**config.mk**
```make
export PLATFORM = sky130hd
export DESIGN_NAME = mbk_master_flat
export DESIGN_NICKNAME = d
export VERILOG_FILES = /design/src/inc/mbk_pkg.sv /design/src/inc/mbk_if.sv /design/src/hdl/mbk_master.sv /design/src/flat_wrapper.sv
export SDC_FILE = /design/constraint.sdc
export NUM_CORES = 1
export LEC_CHECK = 0
export ABC_CLOCK_PERIOD_IN_PS = 2100
export BUFFER_PORTS_ARGS = -buffer_cell sky130_fd_sc_hd__buf_2
export CAP_MARGIN = 30
export CELL_PAD_IN_SITES_DETAIL_PLACEMENT = 0
export CELL_PAD_IN_SITES_GLOBAL_PLACEMENT = 2
export CORE_MARGIN = 5
export CORE_UTILIZATION = 29
export CTS_CLUSTER_SIZE = 10
export DETAILED_ROUTE_END_ITERATION = 10
export GPL_TIMING_DRIVEN = 0
export HOLD_SLACK_MARGIN = 0.12
export PLACE_DENSITY = 0.85
export RECOVER_POWER = 25
export SETUP_SLACK_MARGIN = 0.2
export SYNTH_ARGS = -nofsm -noshare
export SYNTH_HDL_FRONTEND = slang
export SYNTH_SLANG_ARGS = --single-unit
```
**constraint.sdc**
```tcl
create_clock -name CORE_CLK -period 2.1 [get_ports CORE_CLK]
set_input_delay 0.315 -clock CORE_CLK [delete_from_list [all_inputs] [get_ports CORE_CLK]]
set_output_delay 0.315 -clock CORE_CLK [all_outputs]
set_load 0.02 [all_outputs]
```
**src/inc/mbk_pkg.sv**
```systemverilog
// shared constants for the master bus kill and interrupt acknowledge ends
`default_nettype none
package mbk_pkg;
    localparam int ADDR_W = 32;
    localparam int DATA_W = 32;
    localparam int NUM_LOCAL = 4;
    localparam int SRC_W = 3;
    // local source codes, index order is hit priority
    localparam logic [2:0] SRC_SRAM = 3'h0;
    localparam logic [2:0] SRC_ROM = 3'h1;
    localparam logic [2:0] SRC_LFB = 3'h2;
    localparam logic [2:0] SRC_ICACHE = 3'h3;
    localparam logic [2:0] SRC_BUS = 3'h4;
    // transfer encodings
    localparam logic [1:0] SIZE_BYTE = 2'h1;
    localparam logic [1:0] TT_NORMAL = 2'h0;
    localparam logic [1:0] TT_IACK_NATIVE = 2'h3;
    localparam logic [1:0] TT_IACK_LEGACY = 2'h0;
    localparam logic [2:0] TM_IACK_LEGACY = 3'h7;
    // interrupt acknowledge address fields
    localparam logic [26:0] IACK_NATIVE_FILL = 27'h7FFFFFF;
    localparam logic [1:0] IACK_NATIVE_LOW = 2'h0;
    localparam logic [27:0] IACK_LEGACY_FILL = 28'hFFFFFFF;
    localparam logic [0:0] IACK_LEGACY_LOW = 1'h1;
    localparam int VEC_MSB = 31;
    localparam int VEC_LSB = 24;
    localparam int WAIT_W = 4;
    typedef enum logic [2:0] {
        MBK_IDLE = 3'h1,
        MBK_START = 3'h2,
        MBK_WAIT = 3'h4
    } mbk_mst_state_t;
    typedef enum logic [2:0] {
        MBK_S_IDLE = 3'h1,
        MBK_S_HOLD = 3'h2,
        MBK_S_DONE = 3'h4
    } mbk_slv_state_t;
endpackage
`default_nettype wire

```
**src/inc/mbk_if.sv**
```systemverilog
// master bus and interrupt level wires joining the two ends
`timescale 1ns/10ps
`default_nettype none
interface mbk_if;
    logic xfer_start_n;
    logic cycle_kill_n;
    logic [31:0] bus_addr;
    logic read_not_write;
    logic [1:0] xfer_size;
    logic [1:0] xfer_type;
    logic [2:0] xfer_modifier;
    logic [31:0] bus_read_data;
    logic read_input_enable;
    logic xfer_ack_n;
    logic xfer_err_ack_n;
    logic [2:0] irq_level_n;
    modport master (
        output xfer_start_n, cycle_kill_n, bus_addr, read_not_write,
        output xfer_size, xfer_type, xfer_modifier,
        input bus_read_data, read_input_enable, xfer_ack_n, xfer_err_ack_n,
        input irq_level_n
    );
    modport slave (
        input xfer_start_n, cycle_kill_n, bus_addr, read_not_write,
        input xfer_size, xfer_type, xfer_modifier,
        output bus_read_data, read_input_enable, xfer_ack_n, xfer_err_ack_n,
        output irq_level_n
    );
endinterface
`default_nettype wire

```
**src/hdl/mbk_master.sv**
```systemverilog
// processor end of the master bus: kill, single read, interrupt acknowledge
`timescale 1ns/10ps
`default_nettype none
// Function
// start cycle, assert kill on local hit
// killed cycle gets no slave drive
// sram, rom, fill buffer, icache, then bus
// transfer start for exactly first clock
// unkilled cycle: slave drives data, acknowledges
// sample acknowledge each edge, else wait
// slave drops enable, acknowledge next clock
// new start may follow killed cycle
// stall equals bus clocks minus one
// peripheral drives active-low request level
// pending only when level exceeds mask
// peripheral holds level until acknowledged
// level inputs sampled every rising edge
// take at boundary, one handler instruction
// acknowledge mode fixed by static strap
// native mode address and type three
// native modifier is inverted level inputs
// legacy mode address, type zero, modifier seven
// acknowledge is byte read, normal timing
// peripheral returns vector on top byte
// vector latched when acknowledge sampled
// error terminates first, ack normal, else wait
// killed cycle ignores all terminations
module mbk_master (
    // clock and reset
    input wire logic CORE_CLK,
    input wire logic RESETN,
    input wire logic CLK_EN,
    // access request
    input wire logic REQ_VALID,
    input wire logic [31:0] REQ_ADDR,
    input wire logic [1:0] REQ_SIZE,
    input wire logic [2:0] REQ_MODIFIER,
    // local lookup, index 0 sram, 1 rom, 2 fill buffer, 3 icache
    input wire logic [3:0] LOCAL_HIT,
    input wire logic [3:0][31:0] LOCAL_DATA,
    // interrupt control
    input wire logic LEGACY_ACK_MODE,
    input wire logic [2:0] IRQ_MASK,
    input wire logic INSN_BOUNDARY,
    input wire logic HIGHER_EXC_PENDING,
    input wire logic HANDLER_INSN_DONE,
    // results
    output logic REQ_READY,
    output logic RSP_VALID,
    output logic [31:0] RSP_DATA,
    output logic RSP_ERROR,
    output logic [2:0] RSP_SOURCE,
    output logic PIPE_STALL,
    output logic IRQ_PENDING,
    output logic IRQ_TAKEN,
    output logic IRQ_VECTOR_VALID,
    output logic [7:0] IRQ_VECTOR,
    // master bus
    mbk_if.master bus
);
    mbk_pkg::mbk_mst_state_t state;
    logic [2:0] irq_sampled_n;
    logic [2:0] req_level;
    logic legacy_mode;
    logic strap_done;
    logic handler_gate;
    logic in_iack;
    logic killed;
    logic [31:0] local_q;
    logic [2:0] src_q;
    logic any_hit;
    logic [31:0] hit_data;
    logic [2:0] hit_src;
    logic can_issue;
    logic take_irq;
    logic start_req;
    logic term_ack;
    logic term_err;
    logic terminate;
    logic next_stall;
    logic next_ready;

    ////////////////////////////////////////////////////////////////////////
    // local hit priority
    always_comb begin
        any_hit = |LOCAL_HIT;
        hit_data = '0;
        hit_src = mbk_pkg::SRC_BUS;
        for (int i = mbk_pkg::NUM_LOCAL - 1; i >= 0; i--) begin
            if (LOCAL_HIT[i]) begin
                hit_data = LOCAL_DATA[i];
                hit_src = 3'(i);
            end
        end
    end

    always_comb begin
        req_level = ~irq_sampled_n;
        term_err = !bus.xfer_err_ack_n;
        term_ack = !bus.xfer_ack_n;
        terminate = (state == mbk_pkg::MBK_WAIT) && (term_err || term_ack);
        can_issue = (state == mbk_pkg::MBK_IDLE) ||
            (state == mbk_pkg::MBK_START && killed);
        take_irq = can_issue && strap_done && IRQ_PENDING &&
            INSN_BOUNDARY && !HIGHER_EXC_PENDING && !handler_gate;
        start_req = can_issue && !take_irq && REQ_VALID;
        next_stall = (state == mbk_pkg::MBK_START && !killed) ||
            (state == mbk_pkg::MBK_WAIT && !terminate);
        next_ready = take_irq || start_req ? 1'b0 :
            (state == mbk_pkg::MBK_IDLE) || terminate ||
            (state == mbk_pkg::MBK_START && killed);
    end

    ////////////////////////////////////////////////////////////////////////
    // interrupt level sampling and pending test
    always_ff @(posedge CORE_CLK or negedge RESETN) begin
        if (!RESETN) begin
            irq_sampled_n <= 3'h7;
            IRQ_PENDING <= 1'b0;
        end else if (CLK_EN) begin
            irq_sampled_n <= bus.irq_level_n;
            IRQ_PENDING <= req_level > IRQ_MASK;
        end
    end

    // acknowledge mode strap caught once after reset release
    always_ff @(posedge CORE_CLK or negedge RESETN) begin
        if (!RESETN) begin
            legacy_mode <= 1'b0;
            strap_done <= 1'b0;
        end else if (CLK_EN && !strap_done) begin
            legacy_mode <= LEGACY_ACK_MODE;
            strap_done <= 1'b1;
        end
    end

    // no second interrupt before one handler instruction
    always_ff @(posedge CORE_CLK or negedge RESETN) begin
        if (!RESETN) begin
            handler_gate <= 1'b0;
        end else if (CLK_EN) begin
            if (take_irq) begin
                handler_gate <= 1'b1;
            end else if (HANDLER_INSN_DONE && !in_iack) begin
                handler_gate <= 1'b0;
            end
        end
    end

    ////////////////////////////////////////////////////////////////////////
    // cycle sequencing
    always_ff @(posedge CORE_CLK or negedge RESETN) begin
        if (!RESETN) begin
            state <= mbk_pkg::MBK_IDLE;
            in_iack <= 1'b0;
            killed <= 1'b0;
            local_q <= '0;
            src_q <= mbk_pkg::SRC_BUS;
        end else if (CLK_EN) begin
            case (state)
                mbk_pkg::MBK_IDLE, mbk_pkg::MBK_START: begin
                    if (state == mbk_pkg::MBK_START && !killed) begin
                        state <= mbk_pkg::MBK_WAIT;
                    end else if (take_irq || start_req) begin
                        state <= mbk_pkg::MBK_START;
                        in_iack <= take_irq;
                        killed <= start_req && any_hit;
                        local_q <= hit_data;
                        src_q <= hit_src;
                    end else begin
                        state <= mbk_pkg::MBK_IDLE;
                        killed <= 1'b0;
                    end
                end
                mbk_pkg::MBK_WAIT: begin
                    if (terminate) begin
                        state <= mbk_pkg::MBK_IDLE;
                        in_iack <= 1'b0;
                    end
                end
                default: begin
                    state <= mbk_pkg::MBK_IDLE;
                end
            endcase
        end
    end

    // address and control, held from start until termination
    always_ff @(posedge CORE_CLK or negedge RESETN) begin
        if (!RESETN) begin
            bus.xfer_start_n <= 1'b1;
            bus.cycle_kill_n <= 1'b1;
            bus.bus_addr <= '0;
            bus.read_not_write <= 1'b1;
            bus.xfer_size <= '0;
            bus.xfer_type <= mbk_pkg::TT_NORMAL;
            bus.xfer_modifier <= '0;
        end else if (CLK_EN) begin
            bus.xfer_start_n <= !(take_irq || start_req);
            bus.cycle_kill_n <= !(start_req && any_hit);
            if (take_irq) begin
                bus.read_not_write <= 1'b1;
                bus.xfer_size <= mbk_pkg::SIZE_BYTE;
                if (legacy_mode) begin
                    bus.xfer_type <= mbk_pkg::TT_IACK_LEGACY;
                    bus.xfer_modifier <= mbk_pkg::TM_IACK_LEGACY;
                    bus.bus_addr <= {mbk_pkg::IACK_LEGACY_FILL, req_level,
                        mbk_pkg::IACK_LEGACY_LOW};
                end else begin
                    bus.xfer_type <= mbk_pkg::TT_IACK_NATIVE;
                    bus.xfer_modifier <= ~irq_sampled_n;
                    bus.bus_addr <= {mbk_pkg::IACK_NATIVE_FILL, req_level,
                        mbk_pkg::IACK_NATIVE_LOW};
                end
            end else if (start_req) begin
                bus.read_not_write <= 1'b1;
                bus.xfer_size <= REQ_SIZE;
                bus.xfer_type <= mbk_pkg::TT_NORMAL;
                bus.xfer_modifier <= REQ_MODIFIER;
                bus.bus_addr <= REQ_ADDR;
            end
        end
    end

    ////////////////////////////////////////////////////////////////////////
    // results toward the pipeline
    always_ff @(posedge CORE_CLK or negedge RESETN) begin
        if (!RESETN) begin
            RSP_VALID <= 1'b0;
            RSP_DATA <= '0;
            RSP_ERROR <= 1'b0;
            RSP_SOURCE <= mbk_pkg::SRC_BUS;
            IRQ_TAKEN <= 1'b0;
            IRQ_VECTOR_VALID <= 1'b0;
            IRQ_VECTOR <= '0;
            PIPE_STALL <= 1'b0;
            REQ_READY <= 1'b0;
        end else if (CLK_EN) begin
            RSP_VALID <= 1'b0;
            IRQ_VECTOR_VALID <= 1'b0;
            IRQ_TAKEN <= take_irq;
            PIPE_STALL <= next_stall;
            REQ_READY <= next_ready;
            if (state == mbk_pkg::MBK_START && killed) begin
                RSP_VALID <= 1'b1;
                RSP_DATA <= local_q;
                RSP_ERROR <= 1'b0;
                RSP_SOURCE <= src_q;
            end else if (terminate && in_iack) begin
                IRQ_VECTOR_VALID <= 1'b1;
                IRQ_VECTOR <=
                    bus.bus_read_data[mbk_pkg::VEC_MSB:mbk_pkg::VEC_LSB];
                RSP_ERROR <= term_err;
            end else if (terminate) begin
                RSP_VALID <= 1'b1;
                RSP_DATA <= bus.bus_read_data;
                RSP_ERROR <= term_err;
                RSP_SOURCE <= mbk_pkg::SRC_BUS;
            end
        end
    end
endmodule
`default_nettype wire

```
**src/flat_wrapper.sv**
```systemverilog
// flat-port wrapper written by rule: the top's interface ports become plain ports
module mbk_master_flat 
  (CORE_CLK, RESETN, CLK_EN, REQ_VALID, REQ_ADDR, REQ_SIZE, REQ_MODIFIER, LOCAL_HIT, LOCAL_DATA, LEGACY_ACK_MODE, IRQ_MASK, INSN_BOUNDARY, HIGHER_EXC_PENDING, HANDLER_INSN_DONE, REQ_READY, RSP_VALID, RSP_DATA, RSP_ERROR, RSP_SOURCE, PIPE_STALL, IRQ_PENDING, IRQ_TAKEN, IRQ_VECTOR_VALID, IRQ_VECTOR, bus_xfer_start_n, bus_cycle_kill_n, bus_bus_addr, bus_read_not_write, bus_xfer_size, bus_xfer_type, bus_xfer_modifier, bus_bus_read_data, bus_read_input_enable, bus_xfer_ack_n, bus_xfer_err_ack_n, bus_irq_level_n);
  mbk_if bus_i ();
  input wire logic CORE_CLK;
  input wire logic RESETN;
  input wire logic CLK_EN;
  input wire logic REQ_VALID;
  input wire logic [31:0] REQ_ADDR;
  input wire logic [1:0] REQ_SIZE;
  input wire logic [2:0] REQ_MODIFIER;
  input wire logic [3:0] LOCAL_HIT;
  input wire logic [3:0][31:0] LOCAL_DATA;
  input wire logic LEGACY_ACK_MODE;
  input wire logic [2:0] IRQ_MASK;
  input wire logic INSN_BOUNDARY;
  input wire logic HIGHER_EXC_PENDING;
  input wire logic HANDLER_INSN_DONE;
  output logic REQ_READY;
  output logic RSP_VALID;
  output logic [31:0] RSP_DATA;
  output logic RSP_ERROR;
  output logic [2:0] RSP_SOURCE;
  output logic PIPE_STALL;
  output logic IRQ_PENDING;
  output logic IRQ_TAKEN;
  output logic IRQ_VECTOR_VALID;
  output logic [7:0] IRQ_VECTOR;
  output wire logic [$bits(bus_i.xfer_start_n)-1:0] bus_xfer_start_n;
  output wire logic [$bits(bus_i.cycle_kill_n)-1:0] bus_cycle_kill_n;
  output wire logic [$bits(bus_i.bus_addr)-1:0] bus_bus_addr;
  output wire logic [$bits(bus_i.read_not_write)-1:0] bus_read_not_write;
  output wire logic [$bits(bus_i.xfer_size)-1:0] bus_xfer_size;
  output wire logic [$bits(bus_i.xfer_type)-1:0] bus_xfer_type;
  output wire logic [$bits(bus_i.xfer_modifier)-1:0] bus_xfer_modifier;
  input wire logic [$bits(bus_i.bus_read_data)-1:0] bus_bus_read_data;
  input wire logic [$bits(bus_i.read_input_enable)-1:0] bus_read_input_enable;
  input wire logic [$bits(bus_i.xfer_ack_n)-1:0] bus_xfer_ack_n;
  input wire logic [$bits(bus_i.xfer_err_ack_n)-1:0] bus_xfer_err_ack_n;
  input wire logic [$bits(bus_i.irq_level_n)-1:0] bus_irq_level_n;
  assign bus_xfer_start_n = bus_i.xfer_start_n;
  assign bus_cycle_kill_n = bus_i.cycle_kill_n;
  assign bus_bus_addr = bus_i.bus_addr;
  assign bus_read_not_write = bus_i.read_not_write;
  assign bus_xfer_size = bus_i.xfer_size;
  assign bus_xfer_type = bus_i.xfer_type;
  assign bus_xfer_modifier = bus_i.xfer_modifier;
  assign bus_i.bus_read_data = bus_bus_read_data;
  assign bus_i.read_input_enable = bus_read_input_enable;
  assign bus_i.xfer_ack_n = bus_xfer_ack_n;
  assign bus_i.xfer_err_ack_n = bus_xfer_err_ack_n;
  assign bus_i.irq_level_n = bus_irq_level_n;
  mbk_master u_core (.CORE_CLK(CORE_CLK), .RESETN(RESETN), .CLK_EN(CLK_EN), .REQ_VALID(REQ_VALID), .REQ_ADDR(REQ_ADDR), .REQ_SIZE(REQ_SIZE), .REQ_MODIFIER(REQ_MODIFIER), .LOCAL_HIT(LOCAL_HIT), .LOCAL_DATA(LOCAL_DATA), .LEGACY_ACK_MODE(LEGACY_ACK_MODE), .IRQ_MASK(IRQ_MASK), .INSN_BOUNDARY(INSN_BOUNDARY), .HIGHER_EXC_PENDING(HIGHER_EXC_PENDING), .HANDLER_INSN_DONE(HANDLER_INSN_DONE), .REQ_READY(REQ_READY), .RSP_VALID(RSP_VALID), .RSP_DATA(RSP_DATA), .RSP_ERROR(RSP_ERROR), .RSP_SOURCE(RSP_SOURCE), .PIPE_STALL(PIPE_STALL), .IRQ_PENDING(IRQ_PENDING), .IRQ_TAKEN(IRQ_TAKEN), .IRQ_VECTOR_VALID(IRQ_VECTOR_VALID), .IRQ_VECTOR(IRQ_VECTOR), .bus(bus_i));
endmodule
```
==> results.md <==
* Cell Int Power at 8.04 mW
* Register area at 0.00341 sq mm
* Core Area at 0.0245 sq mm
* Post-synth ARST share at 100%
* Simple-gate share of the synthesized area at 15.9%
* DR pass1 iterations at 5
* WHS Endpoint: u_core.legacy_mode
* CP peak stage delay at 0.43 ns
* Startpoint of the worst register-to-register path: u_core.state[1]
* Max-cap viol count at 0
* Register-to-register setup slack at 0.11 ns
* Crit path max-delay cell type: or3b_4
* CTS Buffer Depth at 2
* WHS Path Cells at 3
* Delay-heaviest family, CP: buffers and inverters
* FMAX at 0.502 GHz
* Initial antenna violation count at 3
* Worst Hold Class: input port to register
* Power Dens Cells at 1140 mW/mm^2
* Sequential Power Share at between 30 and 40%
* Total net switching power at roughly 4.0 mW
* Final min period at around 2 ns
* Switching Share at 33.1%
* Critical Path, Cell by Cell: buf_6 > or3b_4 > a211oi_4 > o21ai_4 > buf_12 > buf_12 > mux2_4
* Antenna-violating nets left at 0
* Comb pwr share at 35.4%
* Nets@finish at between 1000 and 1500
* GRT overflow at 0
* WP data required at 2.40 ns
* Largest net degree at the start of global routing at 86
* Row cnt at 57
* Vias per inst at approximately 4.8
* Number of synthesized flops with an enable pin at 0
* Wirelength per Cell at roughly 20 um
* Mapped Cells at 669
* Final core occ at 43.1%
* Final hold vios at 0
* Multi-input gate area at 0.00365 sq mm
* Clock share of power at 28.9%
* Final worst slack at 0.108 ns
* Final Power at roughly 12 mW
* Die H at 168 um
* Post-route clock period utilization at between 90% and 100%
* Clock Skews at 0.0106 ns
* Compound-gate portion of the synthesized area at 11.2%
* # port buffers at 303
* CP arrival at 2.29 ns
* Final hold slack at 0.143 ns
* Die ar. at 0.0282 sq mm
* Vias in the first global route at 6841
* Initial core utilization at just under 30%
* Gp weighted congestion at roughly 0.83
* Final Setup Violations at 0
* Worst-Skew Late Latency at roughly 0.42 ns
* Post-Synth Adder-Cell Area at 0.519%
* Post-synthesis mux area share at a little over 20%
* Hold Path Origin: LEGACY_ACK_MODE
* H-tree levels at 4
* Terminus of the critical flop-to-flop path: u_core.RSP_DATA[11]
* CTS Sinks at 136
* Max-Slew Margin vs Limit at 50.3%
* Static Leak at 5.19 nW
* Kind of end point of the critical path: register
* Net Count, Synth at 890
* Fillers at 2405
* Cell Area, Synth at 0.00724 sq mm
* Starting DRT DRC Count at 383
* Final Max Tran Viols at 0
* CP bufs+invs at 3
* Root Buffer: clkbuf_16
* CTS tree: done
* Status: completed
* # DRC at 0
* Pin slew with the least headroom to its limit at 0.746 ns
* DIE WIDTH at 168 um
* Design area at 0.0105 sq mm
* R2r worst-path depth at 7
* Cell Area, Placed at 0.00919 sq mm
* Largest family of logic cells by synthesized area: multiplexers
* Vias at roughly 6500
* Most used cell, CP: buf_12
* Most common cell after layout, fill and taps aside: buf_2
* Flops & latches, synth at 136
* Most used flip-flop cell after synthesis: dfrtp_1
* RSZ-0062 raised after global routing: true
* Total wire length at 26900 um
* First-pass GRT wire length at between 30000 and 40000 um
* Unique masters post-synth at between 50 and 60
* Worst Path Max Fanout at 5
* Share of layout cells above drive strength 1 at 47.5%
* Syn-to-layout area delta at 45.7%
* Num CTS Buffers at 17
* GRT Total Usage at 18.3%
* XOR/XNOR Fraction of Synth Area at 0.121%
* Seq/Total Area, Yosys at 47.2%
* Syn avg cell area at about 11 sq um
* Dpl ws at -0.518 ns
* VDD IR max at 482 uV
* Synth Warn # at 0
* IO Pins at 310
* Most frequent cells in the layout: buf_2 (268), nand2_1 (139), dfrtp_1 (127), mux2_4 (67), clkbuf_1 (63)
* HPWL Detailed at 19700 um
* CP startpoint kind: register
* Critical path type: register to register
* CTS clock-pin slew for the worst setup and hold paths at ~0.06 ns
==> per-stage QoR <==
step | setup TNS, ns | cells
after global routing | 0 | 1361
after floorplan | 0 | 669
after global placement | -191.99 | 1296
after detailed placement | -9.61 | 1297
final | 0 | 1361
after CTS | 0 | 1349
==> layer usage <==
layer,share of wire [%],global-route usage [%],wire length (um),vias up
li1,-,-,-,3041
met1,43,23.0,11600,3205
met2,49,31.3,13300,212
met3,5.4,4.29,1450,32
met4,1.9,5.15,508,2
met5,0.074,0,20,-
==> flip-flops by register name (all words and copies together), names as in the netlist, 2 cells and up <==
register / flops
u_core.bus.bus_addr: 32
u_core.RSP_SOURCE: 3
u_core.RSP_DATA: 32
u_core.state: 3
u_core.irq_sampled_n: 3
u_core.src_q: 3
u_core.bus.xfer_size: 2
u_core.local_q: 32
u_core.bus.xfer_modifier: 3
u_core.IRQ_VECTOR: 8
==> power by group through the flow <==
stage | Clock [mW] | Combinational (mW) | Sequential, mW
floorplan | 0 | 1.58 | 5.16
global placement | 0 | 3.92 | 4.26
detailed placement | 0 | 3.97 | 4.31
CTS | 3.55 | 4.14 | 4.27
global route | 3.66 | 4.52 | 4.45
finish | 3.47 | 4.25 | 4.30
==> layout make-up <==
| cell class | count | area share (%) |
|---|---|---|
| diodes | 2 | 0.0475 |
| plain buffers | 54 | 4.35 |
| clock buffers | 21 | 4.27 |
| clock inverters | 11 | 2.08 |
| inverters | 13 | 0.463 |
| multi-input cells | 466 | 34.6 |
| flip-flops and latches | 136 | 32.4 |
| well taps | 324 | 3.84 |
| repair buffers | 334 | 17.9 |
==> Yosys cell counts, drive strengths merged, types with 3 or more instances <==
cell,count,area share [%]
nor2,14,0.73
clkbuf,32,1.7
inv,13,0.67
o21ai,12,0.99
dfrtp,128,44
o31ai,31,3.2
mux2i,3,0.41
a32o,3,0.41
nand2,139,7.2
buf,22,2.4
ha,3,0.52
nand2b,35,3.0
dfstp,8,2.9
a221oi,31,3.8
mux2,117,20
nor2b,35,3.0
a21oi,8,0.60
==> logic make-up (layout without fill, tap and decap cells) <==
family                   after synthesis  after routing
AND/OR/NAND/NOR                      239            239
flip-flops                           136            136
multiplexers                         120            120
AO/OA/AOI/OAI                        102            102
buffers and inverters                 67            433
adder cells (fa/ha/maj)                3              3
other                                  1              3
XOR/XNOR                               1              1
==> what timing repair did <==
action                                  4_1_cts  5_1_grt
hold buffers                                  3        0
gates resized for setup                      59       55
cloned                                        2        4
endpoints found under the setup margin      119      118
buffers inserted                             15        6
endpoints found under the hold margin        45        0
pin swaps                                     4        2
==> tightest hold or removal path, cell delays in order <==
cell      delay (ns)
buf_2           0.08
nand3b_1        0.07
nand2_1         0.06
==> how the worst max path moves through the flow <==
stage,start,end,slack (ns),cells after the start
3_5_place_dp,LOCAL_HIT[2],u_core.local_q[23],-0.52,7
6_report,u_core.state[1],u_core.RSP_DATA[11],0.11,7
3_3_place_gp,RESETN,u_core.bus.bus_addr[9],-1.40,1
4_1_cts,u_core.state[1],u_core.RSP_DATA[20],0.1,7
2_1_floorplan,u_core.state[0],u_core.bus.bus_addr[0],0.21,6
5_1_grt,u_core.state[0],u_core.RSP_DATA[20],0.06,8
(Power assumes the default switching activity.)
